**src/pcg_params.svh**
```systemverilog
// register map, field positions, reset values and sizes of the crc generator
`ifndef PCG_PARAMS_SVH
`define PCG_PARAMS_SVH

// ----------------------------------------------------------------
// register byte offsets on the apb bus
// ----------------------------------------------------------------
`define PCG_OFS_CTRL 12'h000
`define PCG_OFS_TERMS 12'h004
`define PCG_OFS_DATA 12'h008
`define PCG_OFS_RESULT 12'h00C

// ----------------------------------------------------------------
// control register field positions
// ----------------------------------------------------------------
`define PCG_CTL_IDLE_BIT 13
`define PCG_CTL_COUNT_HI 12
`define PCG_CTL_COUNT_LO 8
`define PCG_CTL_FULL_BIT 7
`define PCG_CTL_EMPTY_BIT 6
`define PCG_CTL_GO_BIT 4
`define PCG_CTL_PLEN_HI 3
`define PCG_CTL_PLEN_LO 0

// ----------------------------------------------------------------
// reset values and sizes
// ----------------------------------------------------------------
`define PCG_CTL_RESET 4'h0
`define PCG_TERMS_RESET 16'h0000
`define PCG_RESULT_RESET 16'h0000
`define PCG_DEPTH_WIDE 5'h08
`define PCG_DEPTH_NARROW 5'h10
`define PCG_PLEN_WIDE_ABOVE 4'h7
`define PCG_FIFO_ENTRIES 16
`define PCG_DATA_WIDTH 16

`endif

```
**src/pcg_pkg.sv**
```systemverilog
// types shared by the crc generator modules
`default_nettype none
package pcg_pkg;

  // software-written control fields
  typedef struct packed {
    logic stop_in_idle;
    logic shifter_start;
    logic [3:0] poly_length_minus_one;
  } pcg_ctl_t;

  // one step request for the remainder engine
  typedef struct packed {
    logic shift_en;
    logic data_bit;
    logic [3:0] poly_length_minus_one;
    logic [15:0] terms;
  } pcg_step_t;

  // serial shifter position within the head word
  typedef enum logic [0:0] {
    PCG_SH_IDLE,
    PCG_SH_BUSY
  } pcg_sh_state_t;

endpackage
`default_nettype wire

```
**src/pcg_lfsr.sv**
```systemverilog
// remainder engine: msb-first feedback shift register with programmable taps
`default_nettype none
`include "pcg_params.svh"
module pcg_lfsr #(
  parameter int WIDTH = `PCG_DATA_WIDTH
) (
  input wire logic pclk,
  input wire logic presetn,
  input wire pcg_pkg::pcg_step_t step,
  input wire logic seed_we,
  input wire logic [WIDTH-1:0] seed,
  output logic [WIDTH-1:0] remainder_q
);

  // ----------------------------------------------------------------
  // feedback and next remainder
  // ----------------------------------------------------------------
  logic fb;
  logic [WIDTH-1:0] remainder_d;

  // top bit sits at the programmed length, so short polynomials work unchanged
  assign fb = step.data_bit ^ remainder_q[step.poly_length_minus_one];

  // zero-order term always fed back, enabled taps xor in fb
  assign remainder_d[0] = fb;
  genvar gi;
  generate
    for (gi = 1; gi < WIDTH; gi++) begin : g_tap
      // bits above the length are kept clear so the read value stays clean
      assign remainder_d[gi] = (gi > step.poly_length_minus_one) ? 1'b0 :
                               (remainder_q[gi-1] ^ (fb & step.terms[gi]));
    end
  endgenerate

  // one update per shifted bit; seed load from software wins
  always_ff @(posedge pclk or negedge presetn) begin
    if (!presetn) begin
      remainder_q <= `PCG_RESULT_RESET;
    end else if (seed_we) begin
      remainder_q <= seed;
    end else if (step.shift_en) begin
      remainder_q <= remainder_d;
    end
  end

endmodule
`default_nettype wire

```
**src/pcg_top.sv**
```systemverilog
// programmable crc generator: apb registers, data fifo, serial shifter
`default_nettype none
`include "pcg_params.svh"
module pcg_top #(
  parameter int DATA_WIDTH = `PCG_DATA_WIDTH,
  parameter int FIFO_ENTRIES = `PCG_FIFO_ENTRIES
) (
  input wire logic pclk,
  input wire logic presetn,
  input wire logic psel,
  input wire logic penable,
  input wire logic pwrite,
  input wire logic [11:0] paddr,
  input wire logic [31:0] pwdata,
  input wire logic [3:0] pstrb,
  output logic [31:0] prdata,
  output logic pready,
  output logic pslverr,
  input wire logic sleep_mode,
  input wire logic idle_mode,
  output logic crc_event_pulse
);

  // ----------------------------------------------------------------
  // declarations
  // ----------------------------------------------------------------
  // fifo pointers wrap at the live depth through ptr_mask
  pcg_pkg::pcg_ctl_t ctl_q;
  pcg_pkg::pcg_step_t step;
  pcg_pkg::pcg_sh_state_t sh_state_q;
  logic [15:0] terms_q;
  logic [DATA_WIDTH-1:0] fifo_mem [FIFO_ENTRIES];
  logic [3:0] wr_ptr_q;
  logic [3:0] rd_ptr_q;
  logic [4:0] count_q;
  logic [4:0] count_d;
  logic [3:0] bit_idx_q;
  logic [31:0] prdata_q;
  logic pready_q;
  logic pslverr_q;
  logic event_q;
  logic [DATA_WIDTH-1:0] remainder;
  logic [4:0] depth;
  logic [3:0] ptr_mask;
  logic fifo_full;
  logic fifo_empty;
  logic freeze;
  logic access;
  logic wr_fire;
  logic addr_ok;
  logic wr_ctrl;
  logic wr_terms;
  logic wr_data;
  logic wr_result;
  logic msb_lane;
  logic push;
  logic rollover;
  logic shift_en;
  logic head_bit;
  logic last_bit;
  logic pop;
  logic [15:0] ctl_view;
  logic [DATA_WIDTH-1:0] head_word;

  // ----------------------------------------------------------------
  // fifo depth and status flags
  // ----------------------------------------------------------------
  // depth follows the programmed length; wide words halve the storage
  assign depth = (ctl_q.poly_length_minus_one > `PCG_PLEN_WIDE_ABOVE) ?
                 `PCG_DEPTH_WIDE : `PCG_DEPTH_NARROW;
  assign ptr_mask = 4'(depth - 5'h01);
  assign fifo_full = (count_q == depth);
  assign fifo_empty = (count_q == 5'h00);

  // ----------------------------------------------------------------
  // power save freeze
  // ----------------------------------------------------------------
  // sleep always freezes; idle freezes only when software asked for it
  assign freeze = sleep_mode | (idle_mode & ctl_q.stop_in_idle);

  // ----------------------------------------------------------------
  // apb decode
  // ----------------------------------------------------------------
  // the access phase is always answered in its first cycle
  assign access = psel & penable & pready_q;
  assign wr_fire = access & pwrite;
  assign addr_ok = (paddr == `PCG_OFS_CTRL) || (paddr == `PCG_OFS_TERMS) ||
                   (paddr == `PCG_OFS_DATA) || (paddr == `PCG_OFS_RESULT);
  assign wr_ctrl = wr_fire & (paddr == `PCG_OFS_CTRL);
  assign wr_terms = wr_fire & (paddr == `PCG_OFS_TERMS);
  assign wr_data = wr_fire & (paddr == `PCG_OFS_DATA);
  assign wr_result = wr_fire & (paddr == `PCG_OFS_RESULT);

  // ----------------------------------------------------------------
  // data word push and overflow
  // ----------------------------------------------------------------
  // a word counts only once the lane holding its msb is written
  assign msb_lane = (ctl_q.poly_length_minus_one > `PCG_PLEN_WIDE_ABOVE) ? pstrb[1] : pstrb[0];
  assign push = wr_data & msb_lane;
  assign rollover = push & fifo_full;

  // ----------------------------------------------------------------
  // serial shifter datapath
  // ----------------------------------------------------------------
  assign head_word = fifo_mem[rd_ptr_q];
  // start bit gates the shifter; zero count stops it
  assign shift_en = ctl_q.shifter_start & ~fifo_empty & ~freeze;
  // first bit of a word is its msb at the programmed length
  assign head_bit = (sh_state_q == pcg_pkg::PCG_SH_IDLE) ?
                    head_word[ctl_q.poly_length_minus_one] : head_word[bit_idx_q];
  assign last_bit = (sh_state_q == pcg_pkg::PCG_SH_IDLE) ?
                    (ctl_q.poly_length_minus_one == 4'h0) : (bit_idx_q == 4'h0);
  assign pop = shift_en & last_bit;

  // ----------------------------------------------------------------
  // valid word count next value
  // ----------------------------------------------------------------
  // push and pop on one edge leave the count where it is, unless the push overflows a full fifo and clears it
  always_comb begin
    count_d = count_q;
    if (rollover) begin
      count_d = 5'h00;
    end else if (push && !pop) begin
      count_d = count_q + 5'h01;
    end else if (pop && !push) begin
      count_d = count_q - 5'h01;
    end
  end

  // ----------------------------------------------------------------
  // control register
  // ----------------------------------------------------------------
  // byte lanes respected; reserved and status bits are not stored
  always_ff @(posedge pclk or negedge presetn) begin
    if (!presetn) begin
      ctl_q <= '0;
    end else if (wr_ctrl) begin
      if (pstrb[0]) begin
        ctl_q.shifter_start <= pwdata[`PCG_CTL_GO_BIT];
        ctl_q.poly_length_minus_one <= pwdata[`PCG_CTL_PLEN_HI:`PCG_CTL_PLEN_LO];
      end
      if (pstrb[1]) begin
        ctl_q.stop_in_idle <= pwdata[`PCG_CTL_IDLE_BIT];
      end
    end
  end

  // ----------------------------------------------------------------
  // polynomial term enables
  // ----------------------------------------------------------------
  // bit 0 is never stored: the zero term is hard wired
  always_ff @(posedge pclk or negedge presetn) begin
    if (!presetn) begin
      terms_q <= `PCG_TERMS_RESET;
    end else if (wr_terms) begin
      if (pstrb[0]) begin
        terms_q[7:1] <= pwdata[7:1];
      end
      if (pstrb[1]) begin
        terms_q[15:8] <= pwdata[15:8];
      end
    end
  end

  // ----------------------------------------------------------------
  // fifo storage
  // ----------------------------------------------------------------
  // no reset on the array; entries are only read once counted valid
  // an overflow write lands in a slot that the cleared pointers abandon
  always_ff @(posedge pclk) begin
    if (wr_data) begin
      if (pstrb[0]) begin
        fifo_mem[wr_ptr_q][7:0] <= pwdata[7:0];
      end
      if (pstrb[1]) begin
        fifo_mem[wr_ptr_q][15:8] <= pwdata[15:8];
      end
    end
  end

  // ----------------------------------------------------------------
  // fifo pointers and count
  // ----------------------------------------------------------------
  // an overflow write restarts the fifo as if empty
  always_ff @(posedge pclk or negedge presetn) begin
    if (!presetn) begin
      wr_ptr_q <= 4'h0;
      rd_ptr_q <= 4'h0;
      count_q <= 5'h00;
    end else begin
      count_q <= count_d;
      if (rollover) begin
        wr_ptr_q <= 4'h0;
        rd_ptr_q <= 4'h0;
      end else begin
        if (push) begin
          wr_ptr_q <= (wr_ptr_q + 4'h1) & ptr_mask;
        end
        if (pop) begin
          rd_ptr_q <= (rd_ptr_q + 4'h1) & ptr_mask;
        end
      end
    end
  end

  // ----------------------------------------------------------------
  // shifter state
  // ----------------------------------------------------------------
  // a word stopped midway keeps its bit position and resumes later
  always_ff @(posedge pclk or negedge presetn) begin
    if (!presetn) begin
      sh_state_q <= pcg_pkg::PCG_SH_IDLE;
      bit_idx_q <= 4'h0;
    end else if (rollover) begin
      sh_state_q <= pcg_pkg::PCG_SH_IDLE;
    end else if (shift_en) begin
      case (sh_state_q)
        pcg_pkg::PCG_SH_IDLE: begin
          if (!last_bit) begin
            sh_state_q <= pcg_pkg::PCG_SH_BUSY;
            bit_idx_q <= ctl_q.poly_length_minus_one - 4'h1;
          end
        end
        pcg_pkg::PCG_SH_BUSY: begin
          if (last_bit) begin
            sh_state_q <= pcg_pkg::PCG_SH_IDLE;
          end else begin
            bit_idx_q <= bit_idx_q - 4'h1;
          end
        end
        default: begin
          sh_state_q <= pcg_pkg::PCG_SH_IDLE;
        end
      endcase
    end
  end

  // ----------------------------------------------------------------
  // remainder engine
  // ----------------------------------------------------------------
  // engine sees the live length and terms; changing them mid-word is unsupported
  assign step.shift_en = shift_en;
  assign step.data_bit = head_bit;
  assign step.poly_length_minus_one = ctl_q.poly_length_minus_one;
  assign step.terms = terms_q;

  // a result write seeds the remainder, so a checksum can start from any value
  pcg_lfsr #(
    .WIDTH(DATA_WIDTH)
  ) u_lfsr (
    .pclk(pclk),
    .presetn(presetn),
    .step(step),
    .seed_we(wr_result),
    .seed(pwdata[15:0]),
    .remainder_q(remainder)
  );

  // ----------------------------------------------------------------
  // drain event
  // ----------------------------------------------------------------
  // only a shift-out from one to zero counts; an overflow never does
  always_ff @(posedge pclk or negedge presetn) begin
    if (!presetn) begin
      event_q <= 1'b0;
    end else begin
      event_q <= (count_q == 5'h01) && (count_d == 5'h00) && !rollover;
    end
  end

  // ----------------------------------------------------------------
  // read view of the control register
  // ----------------------------------------------------------------
  // status bits come from live state, so they never disagree with the count
  always_comb begin
    ctl_view = 16'h0000;
    ctl_view[`PCG_CTL_IDLE_BIT] = ctl_q.stop_in_idle;
    ctl_view[`PCG_CTL_COUNT_HI:`PCG_CTL_COUNT_LO] = count_q;
    ctl_view[`PCG_CTL_FULL_BIT] = fifo_full;
    ctl_view[`PCG_CTL_EMPTY_BIT] = fifo_empty;
    ctl_view[`PCG_CTL_GO_BIT] = ctl_q.shifter_start;
    ctl_view[`PCG_CTL_PLEN_HI:`PCG_CTL_PLEN_LO] = ctl_q.poly_length_minus_one;
  end

  // ----------------------------------------------------------------
  // apb answer
  // ----------------------------------------------------------------
  // read data is captured in the setup cycle, so it reflects every
  // write that completed before this transfer began
  always_ff @(posedge pclk or negedge presetn) begin
    if (!presetn) begin
      pready_q <= 1'b0;
      pslverr_q <= 1'b0;
      prdata_q <= 32'h0000_0000;
    end else begin
      pready_q <= psel & ~penable;
      pslverr_q <= psel & ~penable & ~addr_ok;
      if (psel && !penable && !pwrite) begin
        case (paddr)
          `PCG_OFS_CTRL: prdata_q <= {16'h0000, ctl_view};
          `PCG_OFS_TERMS: prdata_q <= {16'h0000, terms_q[15:1], 1'b0};
          `PCG_OFS_RESULT: prdata_q <= {16'h0000, remainder};
          default: prdata_q <= 32'h0000_0000;
        endcase
      end
    end
  end

  // ----------------------------------------------------------------
  // outputs
  // ----------------------------------------------------------------
  // every port is a flop, so bus timing never depends on decode depth
  assign prdata = prdata_q;
  assign pready = pready_q;
  assign pslverr = pslverr_q;
  assign crc_event_pulse = event_q;

endmodule
`default_nettype wire

```
**config.mk**
```make
export PLATFORM = sky130hd
export DESIGN_NAME = pcg_top
export DESIGN_NICKNAME = d
export VERILOG_FILES = /design/src/pcg_pkg.sv /design/src/pcg_lfsr.sv /design/src/pcg_top.sv
export VERILOG_INCLUDE_DIRS = /design/src
export SDC_FILE = /design/constraint.sdc
export NUM_CORES = 1
export LEC_CHECK = 0
export ABC_AREA = 1
export BUFFER_PORTS_ARGS = -buffer_cell sky130_fd_sc_hd__buf_4
export CORE_ASPECT_RATIO = 1.4
export CORE_MARGIN = 2
export CORE_UTILIZATION = 59
export DETAILED_ROUTE_END_ITERATION = 10
export PLACE_DENSITY = 0.74
export SLEW_MARGIN = 25
export SYNTH_ARGS = -nofsm -noshare
export SYNTH_HDL_FRONTEND = slang
export SYNTH_SLANG_ARGS = --single-unit
```
**constraint.sdc**
```tcl
create_clock -name pclk -period 3 [get_ports pclk]
set_input_delay 0.6 -clock pclk [delete_from_list [all_inputs] [get_ports pclk]]
set_output_delay 0.6 -clock pclk [all_outputs]
set_load 0.05 [all_outputs]
```
==> impl_metrics.py <==
metrics = {
    "outcome": {
        "outcome": "complete, no violations",
    },
    "critical_path": {
        "critPathMaxFanout": 26,
        "required_ns": 3.43,
        "worstSetupPathType": "register to register",
        "endpoint_kind": "register",
        "worstSetupStartpointType": "register",
        "critPathArrivalTime_ns": 3.21,
    },
    "clock_network": {
        "cts_buffers": 29,
        "clkTransAtPathRegs_ns": 0.07,
        "htree_levels": 1,
        "cts_repair_resize_count": 0,
        "clock_sinks": 330,
        "post-cts-setup-buffers": 0,
        "clock_latency_ns": 0.56,
        "hold_buffers": 0,
        "clock-root-buffer": "clkbuf_16",
        "clock_path_buffers": 3,
        "cts_tree": "done",
    },
    "detailed_routing": {
        "wire_per_inst_um": 18.61,
        "via_per_inst": 5.729,
        "drc": 0,
        "postRouteWirelength_um": 38560,
        "dr_total_vias": 11870,
        "drt_first_pass_iters": 6,
        "drtIter0Drc": 1010,
        "ant_nets": 0,
    },
    "power_and_ir_drop": {
        "p_per_area_nw_per_um2": 502.6,
        "ir_worst_vdd_mv": 0.4729,
        "p_leak_uw": 0.007308,
        "total_power_uw": 8837,
    },
    "grt": {
        "first_global_vias": 11470,
        "antenna_found_initial": 0,
        "grt_use_total": 0.2791,
        "grt_pass1_wl_um": 60310,
        "grt_max_degree": 58,
        "gr-total-overflow": 0,
    },
    "yosys": {
        "synthArstFlopShare": 0.2242,
        "synth_top_flop_cell": "edfxtp_1",
        "avgSynthCellArea_um2": 9.497,
        "synth_warnings": 0,
        "syn_area_um2": 15520,
        "synth_cells": 1634,
        "yosysUniqueCellTypes": 38,
        "ys_ff_latch": 330,
        "ys_seq_area_frac": 0.6147,
        "synth_edf_count": 256,
    },
    "sta": {
        "fin_crit_sh": 0.9269,
        "worst_slack_ns": 0.2193,
        "finalHoldViolCount": 0,
        "max_slew_margin": 0.5334,
        "finalSetupTns_ns": 0,
        "drv_slew": 0,
        "max_freq_mhz": 359.6,
        "finalSetupViolations": 0,
        "skew_ns": 0.02250,
        "finalCriticalPeriod_ns": 2.781,
        "grt_setup_unrepaired": "no",
        "worst_pin_slew_ns": 0.6984,
    },
    "floorplanning": {
        "core_area_um2": 26010,
        "io_pins": 90,
        "initial_utilization": 0.5965,
        "die_w_um": 141.1,
        "die_y_um": 195.9,
        "die_area_um2": 27630,
        "num_rows": 70,
    },
    "final_layout": {
        "fin_area_um2": 17580,
        "area_delta_synth_final_pct": 13.32,
        "final_common_cell": "nand2_1",
        "diodes": 0,
        "final_net_count": 1795,
        "drive_gt1_frac": 0.1173,
        "layout_common_cells": "452 x nand2_1, 256 x edfxtp_1, 207 x nand3_1",
        "fin_cells": 2072,
    },
    "placed_design": {
        "hpwl_um": 25740,
        "placedInstanceArea_um2": 16590,
        "io_buffers": 55,
        "placed_cells": 2017,
        "preCtsSetupSlack_ns": 0.1540,
        "gp_congestion": 0.9798,
    },
    "worst_hold_path": {
        "worstHoldPathType": "primary input to asynchronous set/reset pin",
    },
    "run": {
        "cap_violations": 0,
    },
}
==> routing by layer <==
metal	track usage	up-vias	share of wire
li1	-	5628	-
met1	0.3440	5548	0.37
met2	0.4899	556	0.51
met3	0.02587	139	0.061
met4	0.1437	0	0.053
met5	0	-	0
==> cells by family after synthesis <==
group / synth area share
buffers and inverters: 0.07539
other: 0.0002417
xor gates and xnor gates: 0.002258
DFF: 0.6147
and+or+nand+nor: 0.2285
adders and majority gates: 0.01209
AOI/OAI and AO/OA: 0.06676
==> where the power goes <==
| group | internal, uW | switching (uW) |
|---|---|---|
| Clock | 2070 | 1630 |
| Sequential | 4930 | 1.46 |
| Combinational | 43.1 | 164 |
==> worst max-delay path, cell delays in order, from the launching register on <==
cell     delay (ns)
dfrtp_4        0.51
buf_4          0.32
nor2_1         0.09
nor2_1         0.19
o21ai_1        0.12
nand3_1        0.09
nand3_1        0.16
nand3_1        0.12
nand3_1        0.07
nand2_1        0.08
nand2_1        0.04
nand2_1        0.09
nand2_1        0.06
nand2_1        0.08
nand3_1        0.09
nand2_2        0.10
buf_12         0.16
nand3_1        0.09
nand3_1        0.10
nand2_1        0.05
==> area by class of cell <==
cell class	instances	area [um2]
tap	324	405.4
sequential	330	9543
multi-input combinational	1058	4878
inverter	170	643.1
clock buffer	37	798.3
clock inverter	17	148.9
timing repair buffer	136	1167
fill	1956	8428
==> state kept, by name, summed over array words and instances (netlist names) <==
signal / flops
pready: 1
prdata: 16
fifo_mem: 256
pslverr: 1
bit_idx_q: 4
u_lfsr.remainder_q: 16
wr_ptr_q: 4
rd_ptr_q: 4
step: 15
count_q: 5
sh_state_q: 1
crc_event_pulse: 1
ctl_q: 6
==> cells in the mapped netlist, types with 17 or more instances <==
cell | instances | area, um2
nor2_1 | 140 | 525.5
nor3_1 | 19 | 95.09
nand2_1 | 452 | 1697
inv_1 | 161 | 604.3
clkbuf_1 | 22 | 82.58
o211ai_1 | 20 | 150.1
buf_2 | 36 | 180.2
nand3_1 | 207 | 1036
buf_4 | 20 | 150.1
a21oi_1 | 28 | 140.1
dfrtp_1 | 74 | 1852
edfxtp_1 | 256 | 7687
o21ai_0 | 84 | 420.4
o22ai_1 | 17 | 106.4
==> metrics by stage <==
stage                     utilization  hold WS, ns
after floorplan                     -       0.3044
after global placement         0.6376       0.4693
after detailed placement       0.6376       0.4670
after CTS                      0.6740      0.05702
after global routing           0.6760      0.07852
final                          0.6760      0.05509
==> final timing paths <==
check / start / to / slack (ns) / cells after the start
worst max-delay path: rd_ptr_q[0] / u_lfsr.remainder_q[3] / 0.22 / 19
worst min-delay path: presetn / ctl_q[2] / 0.06 / 1
worst max register to register: rd_ptr_q[0] / u_lfsr.remainder_q[3] / 0.22 / 19
worst min register to register: prdata[3] / prdata[3] / 0.49 / 2
max in group asynchronous: presetn / u_lfsr.remainder_q[12] / 2.36 / 2
min in group pclk: psel / pready / 0.31 / 3
(Power assumes the default switching activity.)
